--- src/logic/result_status_map.svh ---
// Field positions, fixed values and counts of the result status bytes
`ifndef RESULT_STATUS_MAP_SVH
`define RESULT_STATUS_MAP_SVH
`define RS_CC_NORMAL       2'h0
`define RS_CC_ABNORMAL     2'h1
`define RS_CC_INVALID      2'h2
`define RS_CC_POLLING      2'h3
`define RS_RECAL_STEPS     7'h50
`define RS_BAD_TRACK_ID    8'hFF
`define RS_RATE_500K       2'h0
`define RS_RATE_300K       2'h1
`define RS_RATE_250K       2'h2
`define RS_RATE_1M         2'h3
`define RS_MODE_BIT_POS    6
`define RS_ENC_BIT_POS     5
`define RS_CFG3_RESET      8'h00
`define RS_BYTE_COUNT      3'h4
`define RS_DENSITY_RESET   1'h1
`endif

--- src/logic/result_status_pkg.sv ---
// Types shared by the result status logic
package result_status_pkg;
    typedef struct packed {
        logic [1:0] completionCode;
        logic       positioningDone;
        logic       relSeekPastZero;
        logic       pastLastSector;
        logic       idCrcFault;
        logic       payloadCrcFault;
        logic       serviceLate;
        logic       sectorMissing;
        logic       readIdFail;
        logic       trackSeqFail;
        logic       idSyncAbsent;
        logic       dataSyncAbsent;
        logic       deletedMismatch;
        logic       isWriteCmd;
    } exec_events_t;

    typedef struct packed {
        logic [7:0] completionStatus;
        logic [7:0] transferFaultStatus;
        logic [7:0] mediaFaultStatus;
        logic [7:0] driveSignalStatus;
    } status_bytes_t;

    typedef enum logic [1:0] {
        IDLE,
        EXEC,
        RESULT
    } phase_t;
endpackage : result_status_pkg

--- src/logic/density_encoder.sv ---
// Density select output encoding from data rate and register mode
`timescale 1ns/1ps
`include "result_status_map.svh"
module density_encoder (
    // Clocking
    input  wire logic       mclk,
    input  wire logic       rst,
    input  wire logic       ce,
    // Controls
    input  wire logic [1:0] dataRate,
    input  wire logic       modeBit,
    // Pin
    output logic            densityOutput
);
    typedef struct packed {
        logic densityOutput_r;
    } dens_state_t;

    dens_state_t st_r;
    dens_state_t st_nxt;
    logic        fastRate;

    // High density rates are 1M and 500k
    always_comb begin
        fastRate = (dataRate == `RS_RATE_1M) || (dataRate == `RS_RATE_500K);
        st_nxt = st_r;
        st_nxt.densityOutput_r = modeBit ? fastRate : !fastRate; // [RULE_01]
    end

    // Pin is high after hardware reset
    always_ff @(posedge mclk or posedge rst) begin
        if (rst) begin
            st_r <= '{densityOutput_r: `RS_DENSITY_RESET};
        end else if (ce) begin
            st_r <= st_nxt;
        end
    end

    assign densityOutput = st_r.densityOutput_r;

    density_map_a: assert property (@(posedge mclk) disable iff (rst) // [RULE_01]
        ce |=> densityOutput == ($past(modeBit) ==
            ($past(dataRate) == `RS_RATE_1M || $past(dataRate) == `RS_RATE_500K)))
        else $error("density output wrong for rate and mode");
endmodule : density_encoder

--- src/logic/floppy_result_status.sv ---
// Result phase status bytes of the floppy controller and density output
//
// Summary of operation
// [RULE_01] Density output high at fast rates when mode bit is 1, else reversed.
// [RULE_02] After a command with results, status bytes are read through data port.
// [RULE_03] Byte 0 bits 7:6 hold the completion code.
// [RULE_04] Byte 0 bit 5 set when seek, relative seek or recalibrate ends.
// [RULE_05] Byte 0 bit 4 set on recalibrate timeout or stepping past zero.
// [RULE_06] Byte 0 bit 3 zero, bit 2 head, bits 1:0 drive number.
// [RULE_07] Byte 1 bit 7 set past last sector; bit 6 zero.
// [RULE_08] Byte 1 bit 5 set on ID or data field CRC failure.
// [RULE_09] Byte 1 bit 4 set on overrun or underrun; bit 3 zero.
// [RULE_10] Byte 1 bit 2 set when sector, ID or sequence not found.
// [RULE_11] Byte 1 bit 1 set if write protect rises during a write command.
// [RULE_12] Byte 1 bit 0 set when ID or data address mark missing.
// [RULE_13] Byte 2 bit 6 set on deleted mark mismatch; bit 7 zero.
// [RULE_14] Byte 2 bit 5 set on data field CRC failure.
// [RULE_15] Byte 2 bit 4 set on track mismatch; bits 3:2 zero.
// [RULE_16] Byte 2 bit 1 set on track mismatch with ID track FF.
// [RULE_17] Byte 2 bit 0 set when no data or deleted mark found.
// [RULE_18] Byte 3 bit 7 zero, bits 5 and 3 one, bit 4 track zero.
// [RULE_19] Byte 3 bit 6 write protect, bit 2 head, bits 1:0 drive select.
// [RULE_20] Mode bit is config register 3 bit 6, encoding bit is bit 5.
// [RULE_21] Flags captured at end of execution, held until all bytes read.
`timescale 1ns/1ps
`include "result_status_map.svh"
module floppy_result_status
    import result_status_pkg::*;
(
    // Clocking
    input  wire logic                            mclk,
    input  wire logic                            rst,
    input  wire logic                            ce,
    // Command engine
    input  wire logic                            execStart,
    input  wire logic                            execDone,
    input  wire logic                            hasResult,
    input  wire logic                            senseCmd,
    input  wire logic                            recalStep,
    input  wire logic                            recalCmd,
    input  wire logic                            idValid,
    input  wire logic [7:0]                      idTrack,
    input  wire logic [7:0]                      curTrack,
    input  wire result_status_pkg::exec_events_t execEvents,
    input  wire logic [1:0]                      dataRate,
    input  wire logic                            cfg3Write,
    input  wire logic [7:0]                      cfg3Data,
    // Drive outputs as driven by the controller
    input  wire logic                            side_select_pin,
    input  wire logic [1:0]                      unit_select_bits,
    // Drive cable pins
    input  wire logic                            home_track_input,
    input  wire logic                            writeProtectIn,
    // Data port, result side
    input  wire logic                            resultRead,
    output logic                                 resultValid,
    output logic [7:0]                           resultData,
    output logic                                 resultLast,
    // Status views
    output result_status_pkg::status_bytes_t     statusBytes,
    output logic                                 modeBit,
    output logic                                 encoding_mode_bit,
    output logic                                 density_output
);
    typedef struct packed {
        phase_t        phase;
        logic [1:0]    homeSync1;
        logic [1:0]    homeSync2;
        logic [1:0]    wpSync1;
        logic [1:0]    wpSync2;
        logic [6:0]    stepCount;
        logic          trackMismatch;
        logic          badTrack;
        logic          writeLocked;
        logic          seekDone;
        logic [7:0]    cfg3;
        status_bytes_t held;
        logic [2:0]    readIdx;
        logic [7:0]    dataOut;
    } state_t;

    state_t st_r;
    state_t st_nxt;

    logic          homeTrack;
    logic          writeProt;
    logic          wpRise;
    logic          trackZeroFault;
    status_bytes_t live;
    logic [7:0]    sel;

    // Synchronised pin levels, second stage only
    assign homeTrack = st_r.homeSync2[0];
    assign writeProt = st_r.wpSync2[0];
    assign wpRise    = st_r.wpSync2[0] && !st_r.wpSync2[1];

    // Recalibrate timeout or stepping past zero
    assign trackZeroFault = (recalCmd && !homeTrack
                             && st_r.stepCount >= `RS_RECAL_STEPS) // [RULE_05]
                            || execEvents.relSeekPastZero;         // [RULE_05]

    // Live status words from current events and pins
    always_comb begin
        live.completionStatus = {execEvents.completionCode,     // [RULE_03]
                                 st_r.seekDone,                 // [RULE_04]
                                 trackZeroFault,                // [RULE_05]
                                 1'h0,                          // [RULE_06]
                                 side_select_pin,               // [RULE_06]
                                 unit_select_bits};             // [RULE_06]
        live.transferFaultStatus = {execEvents.pastLastSector,  // [RULE_07]
                                    1'h0,                       // [RULE_07]
                                    execEvents.idCrcFault
                                    || execEvents.payloadCrcFault, // [RULE_08]
                                    execEvents.serviceLate,     // [RULE_09]
                                    1'h0,                       // [RULE_09]
                                    execEvents.sectorMissing
                                    || execEvents.readIdFail
                                    || execEvents.trackSeqFail, // [RULE_10]
                                    st_r.writeLocked,           // [RULE_11]
                                    execEvents.idSyncAbsent
                                    || execEvents.dataSyncAbsent}; // [RULE_12]
        live.mediaFaultStatus = {1'h0,                          // [RULE_13]
                                 execEvents.deletedMismatch,    // [RULE_13]
                                 execEvents.payloadCrcFault,    // [RULE_14]
                                 st_r.trackMismatch,            // [RULE_15]
                                 2'h0,                          // [RULE_15]
                                 st_r.badTrack,                 // [RULE_16]
                                 execEvents.dataSyncAbsent};    // [RULE_17]
        live.driveSignalStatus = {1'h0,                         // [RULE_18]
                                  writeProt,                    // [RULE_19]
                                  1'h1,                         // [RULE_18]
                                  homeTrack,                    // [RULE_18]
                                  1'h1,                         // [RULE_18]
                                  side_select_pin,              // [RULE_19]
                                  unit_select_bits};            // [RULE_19]
    end

    // Result byte selected by read index, byte 0 first
    always_comb begin
        case (st_r.readIdx)
            3'h0: sel = st_r.held.completionStatus;
            3'h1: sel = st_r.held.transferFaultStatus;
            3'h2: sel = st_r.held.mediaFaultStatus;
            3'h3: sel = st_r.held.driveSignalStatus;
            default: sel = 8'h00;
        endcase
    end

    // Next state: sync, event tracking, phase sequencing
    always_comb begin
        st_nxt = st_r;
        st_nxt.homeSync1 = {st_r.homeSync1[0], home_track_input};
        st_nxt.homeSync2 = {st_r.homeSync2[0], st_r.homeSync1[1]};
        st_nxt.wpSync1   = {st_r.wpSync1[0], writeProtectIn};
        st_nxt.wpSync2   = {st_r.wpSync2[0], st_r.wpSync1[1]};
        if (cfg3Write) begin
            st_nxt.cfg3 = cfg3Data; // [RULE_20]
        end
        // Seek end flag reported once by the sense command
        if (st_r.phase == RESULT && senseCmd && resultRead && resultLast) begin
            st_nxt.seekDone = 1'h0;
        end
        if (execDone && execEvents.completionCode != `RS_CC_INVALID
            && (recalCmd || execEvents.relSeekPastZero || senseCmd == 1'h0
                && !hasResult)) begin
            st_nxt.seekDone = 1'h1; // [RULE_04]
        end
        case (st_r.phase)
            IDLE: begin
                if (execStart) begin
                    st_nxt.phase         = EXEC;
                    st_nxt.stepCount     = 7'h00;
                    st_nxt.trackMismatch = 1'h0;
                    st_nxt.badTrack      = 1'h0;
                    st_nxt.writeLocked   = 1'h0;
                end
            end
            EXEC: begin
                if (recalStep && st_r.stepCount != 7'h7F) begin
                    st_nxt.stepCount = st_r.stepCount + 7'h01;
                end
                if (idValid && idTrack != curTrack) begin
                    st_nxt.trackMismatch = 1'h1; // [RULE_15]
                    if (idTrack == `RS_BAD_TRACK_ID) begin
                        st_nxt.badTrack = 1'h1; // [RULE_16]
                    end
                end
                if (execEvents.isWriteCmd && wpRise) begin
                    st_nxt.writeLocked = 1'h1; // [RULE_11]
                end
                if (execDone) begin
                    st_nxt.held    = live; // [RULE_21]
                    st_nxt.readIdx = 3'h0;
                    st_nxt.dataOut = live.completionStatus;
                    st_nxt.phase   = hasResult ? RESULT : IDLE; // [RULE_02]
                end
            end
            RESULT: begin
                if (resultRead) begin
                    if (resultLast) begin
                        st_nxt.phase = IDLE; // [RULE_21]
                    end else begin
                        st_nxt.readIdx = st_r.readIdx + 3'h1;
                    end
                end
            end
            default: st_nxt.phase = IDLE;
        endcase
        // Keep data register aligned with the byte now offered
        if (st_r.phase == RESULT && resultRead && !resultLast) begin
            case (st_r.readIdx)
                3'h0: st_nxt.dataOut = st_r.held.transferFaultStatus;
                3'h1: st_nxt.dataOut = st_r.held.mediaFaultStatus;
                default: st_nxt.dataOut = st_r.held.driveSignalStatus;
            endcase
        end
    end

    // State register; ce freezes everything
    always_ff @(posedge mclk or posedge rst) begin
        if (rst) begin
            st_r <= '{phase: IDLE, cfg3: `RS_CFG3_RESET, default: '0};
        end else if (ce) begin
            st_r <= st_nxt;
        end
    end

    // Data port result side
    assign resultValid = (st_r.phase == RESULT);                   // [RULE_02]
    assign resultData  = st_r.dataOut;                             // [RULE_02]
    assign resultLast  = (st_r.readIdx == (`RS_BYTE_COUNT - 3'h1));
    assign statusBytes = st_r.held;
    assign modeBit           = st_r.cfg3[`RS_MODE_BIT_POS];        // [RULE_20]
    assign encoding_mode_bit = st_r.cfg3[`RS_ENC_BIT_POS];         // [RULE_20]

    // Density output pin encoding
    density_encoder u_density (
        .mclk          (mclk),
        .rst           (rst),
        .ce            (ce),
        .dataRate      (dataRate),
        .modeBit       (modeBit),
        .densityOutput (density_output)
    );

    held_stable_a: assert property (@(posedge mclk) disable iff (rst) // [RULE_21]
        (st_r.phase == RESULT && !(ce && resultRead && resultLast))
        |=> $stable(st_r.held))
        else $error("status bytes changed during result phase");
    byte0_zero_a: assert property (@(posedge mclk) disable iff (rst) // [RULE_06]
        resultValid |-> statusBytes.completionStatus[3] == 1'h0)
        else $error("byte 0 bit 3 not zero");
    byte3_fixed_a: assert property (@(posedge mclk) disable iff (rst) // [RULE_18]
        resultValid |-> statusBytes.driveSignalStatus[7] == 1'h0
            && statusBytes.driveSignalStatus[5] == 1'h1
            && statusBytes.driveSignalStatus[3] == 1'h1)
        else $error("byte 3 fixed bits wrong");
    byte1_zero_a: assert property (@(posedge mclk) disable iff (rst) // [RULE_09]
        resultValid |-> statusBytes.transferFaultStatus[6] == 1'h0
            && statusBytes.transferFaultStatus[3] == 1'h0)
        else $error("byte 1 unused bits set");
    byte2_zero_a: assert property (@(posedge mclk) disable iff (rst) // [RULE_15]
        resultValid |-> statusBytes.mediaFaultStatus[7] == 1'h0
            && statusBytes.mediaFaultStatus[3:2] == 2'h0)
        else $error("byte 2 unused bits set");
    bad_track_a: assert property (@(posedge mclk) disable iff (rst) // [RULE_16]
        ce && st_r.phase == EXEC && idValid && idTrack != curTrack
        && idTrack == `RS_BAD_TRACK_ID |=> st_r.badTrack)
        else $error("bad track flag not set");
    first_byte_a: assert property (@(posedge mclk) disable iff (rst) // [RULE_03]
        ce && st_r.phase == EXEC && execDone && hasResult
        |=> resultValid && resultData[7:6] == $past(execEvents.completionCode))
        else $error("first result byte lacks completion code");
    read_order_a: assert property (@(posedge mclk) disable iff (rst) // [RULE_02]
        ce && resultValid && resultRead && st_r.readIdx == 3'h2
        |=> resultData == statusBytes.driveSignalStatus)
        else $error("fourth result byte is not byte 3");
endmodule : floppy_result_status

--- config.mk ---
export PLATFORM = sky130hd
export DESIGN_NAME = floppy_result_status
export DESIGN_NICKNAME = d
export VERILOG_FILES = /design/src/logic/result_status_pkg.sv /design/src/logic/density_encoder.sv /design/src/logic/floppy_result_status.sv
export VERILOG_INCLUDE_DIRS = /design/src /design/src/logic
export SDC_FILE = /design/constraint.sdc
export NUM_CORES = 1
export LEC_CHECK = 0
export BUFFER_PORTS_ARGS = -buffer_cell sky130_fd_sc_hd__buf_2
export CELL_PAD_IN_SITES_DETAIL_PLACEMENT = 1
export CELL_PAD_IN_SITES_GLOBAL_PLACEMENT = 2
export CORE_UTILIZATION = 32
export DETAILED_ROUTE_END_ITERATION = 16
export GPL_ROUTABILITY_DRIVEN = 1
export PLACE_DENSITY = 0.92
export SLEW_MARGIN = 10
export SYNTH_ARGS = -nofsm -noshare
export SYNTH_HDL_FRONTEND = slang
export SYNTH_HIERARCHICAL = 1
export SYNTH_SLANG_ARGS = --single-unit
--- constraint.sdc ---
create_clock -name mclk -period 4 [get_ports mclk]
set_input_delay 0.8 -clock mclk [delete_from_list [all_inputs] [get_ports mclk]]
set_output_delay 0.8 -clock mclk [all_outputs]
set_load 0.01 [all_outputs]
==> flow_metrics.tcl <==
set metrics [dict create \
    outcome "finished, final reports clean" \
    reg2reg_from "st_r[9]" \
    muxShareOfSynthArea_pct 9.81 \
    synth_common_cells "54 x dfrtp_1, 41 x buf_4, 27 x o21ai_0" \
    drtIter0Drc 51 \
    cp_max_fo 8 \
    yosysTopAreaCellShare_pct 45.1 \
    routed_via_density 4.96 \
    worst_pin_slew_ps 745 \
    clk_latency_ps 310 \
    yosysSeqAreaShare_pct 46.0 \
    path_class "reg2out" \
    syn_area_sq_um 3000 \
    dp_hpwl_mm 5.54 \
    clockBufferDepth 2 \
    drt_first_pass_iters 4 \
    r2r_setup_slack_ps 1920 \
    grt_max_degree 33 \
    finalCritPeriodShare_pct 55.3 \
    antenna_found_initial 1 \
    p_total_mw 1.91 \
    clock-sinks 55 \
    cts_buffers 5 \
    endpoint_kind "output pin" \
    period_minus_slack_ps 2210 \
    synth_cells 295 \
    hold_class "in2async" \
    die_w_um 98.8 \
    p_clk_share_pct 16.8 \
    placementRows 34 \
    cts_setup_buffers 0 \
    die_h_um 98.8 \
    power_frac_comb_pct 36.4 \
    synth-simple-area-share_pct 13.3 \
    ir_worst_vdd_uv 218 \
    p_seq_share_pct 46.9 \
    fp.coreArea_sq_um 8890 \
    gr-usage-all-layers_pct 15.8 \
    num_io_pins 103 \
    wire_per_inst_um 15.6 \
    switching_power_mw 0.719 \
    ys_seq_elements 55 \
    portBuffers 88 \
    drtAntennaViolNets 0 \
    drv_cap 0 \
    syn_to_final_growth_pct 12.7 \
    start_util_pct 33.7 \
    fmax_ghz 0.452 \
    timing.max_slew.rel_slack_pct 50.3 \
    grt_first_pass_wirelength_mm 12.0 \
    netlist.top_cell.by_area "dfrtp_1" \
    finalHoldViolations 0 \
    setup_viol 0 \
    fin_tns_setup_ps 0 \
    final_nets 414 \
    postCtsHoldBufs 0 \
    synth_compound_area_share_pct 11.9 \
    rsz0062_at_grt "false" \
    synth_cell_types 47 \
    synth_area_per_cell_sq_um 10.2 \
    p_per_area_nw_per_um2 565 \
    synth_most_common_cell "dfrtp_1" \
    ys.flop_type "dfrtp_1" \
    cp.required_ps 3200 \
    synth_edf_count 0 \
    ctsResizeCount 0 \
    synth_top_family_by_area "simple AND/OR/NAND/NOR gates" \
    yosys.area_share.adder_pct 2.51 \
    clkSlewWorstSetupHoldPaths_ps 100 \
    drc 0 \
    grt_pass1_vias 2398 \
    p_leak_nw 1.62 \
    drv_slew 0 \
    fin_skew_ps 7.96 \
    post-place-ws_ps 1610 \
    drive_above_1_share_pct 37.6 \
    arrival_ps 1410 \
    setup_slack_ps 1790 \
    vias 2282 \
    ys_warn_count 6 \
    worstRegToRegCells 8 \
    cp-start-kind "flop" \
    overflow 0 \
    p_int_mw 1.19 \
    gp_routability_congestion 0.776 \
    swShare_pct 37.6 \
    r2r-end "st_r[8]" \
    wirelength_mm 7.19 \
    async_flop_share_pct 100 \
    cts_tree "yes" \
    htree_levels 2 \
    synth_area_leaders "dfrtp_1 45%, buf_4 10%, mux2_2 8.6%" \
    dieArea_sq_um 9760 \
    clockRootBuffer "clkbuf_8" \
    synthXorXnorAreaFrac_pct 3.13 \
]
-- power groups by stage --
stage / Sequential (mW) / Combinational (mW) / Clock, mW
floorplan: 0.845 / 0.648 / 0
global placement: 0.891 / 0.684 / 0
detailed placement: 0.907 / 0.708 / 0
CTS: 0.898 / 0.712 / 0.337
global route: 0.924 / 0.778 / 0.358
finish: 0.895 / 0.694 / 0.320
-- sequential cells by signal (all words and copies together) (netlist names) --
name	flops
encoding_mode_bit	1
homeTrack	1
live	5
modeBit	1
resultData	8
st_nxt	4
st_r	13
statusBytes	21
u_density/densityOutput	1
-- through the flow --
stage / instance area, sq um / instances / hold WS, ps / util [%]
after global placement: 3280 / 451 / 461 / 36.9
after CTS: 3370 / 459 / 476 / 37.9
after global routing: 3370 / 459 / 467 / 37.9
after detailed placement: 3280 / 451 / 477 / 36.9
after floorplan: 3020 / 301 / 451 / -
final: 3380 / 460 / 485 / 38.0
-- how the worst max path moves through the flow --
stage | to | cells past startpoint | start
floorplan | encoding_mode_bit | 1 | rst
global route | resultValid | 3 | st_r[70]
CTS | resultLast | 3 | st_r[9]
finish | resultLast | 3 | st_r[9]
detailed placement | st_r[60] | 5 | ce
global placement | st_r[60] | 5 | ce
-- placed cells by master (no fill, tap or decap), types with 4 or more instances in the layout --
cell and n:
nor3_1 5, inv_1 13, nand3_1 4, o21ai_0 26, buf_2 88, dfrtp_1 54
mux2_2 23, ha_1 6, a21oi_1 7, nor2_1 18, clkbuf_8 5, xnor2_1 8
conb_1 7, o211ai_1 6, buf_4 4, nand2_1 25, nand4_1 6
-- worst max-delay path: stages (launching register included) --
cell and delay (ps):
dfrtp_1 470, ha_1 220, ha_1 240, buf_2 170
-- final cells by class --
type	count	area, sq um
fillers	1045	5520
multi-input cells	182	1240
well taps	108	135
clock buffers	5	68.8
inverters	14	52.6
flip-flops and latches	55	1380
diodes	1	2.50
repair buffers	92	470
clock inverters	3	25.0
-- cell families after synthesis --
group / Yosys count
flip-flops: 55
adder cells (fa/ha/maj): 6
AND/OR/NAND/NOR: 77
XOR/XNOR: 9
other: 1
AO/OA/AOI/OAI: 57
buffers and inverters: 64
multiplexers: 26
-- routing by layer --
layer	GRT usage [%]	vias to the layer above	wire (um)
met2	27.6	63	3670
met5	0	-	0
met1	20.2	1121	3140
met3	3.12	5	324
li1	-	1093	-
met4	3.10	0	47
No activity file was read; power rests on OpenSTA's default activity.
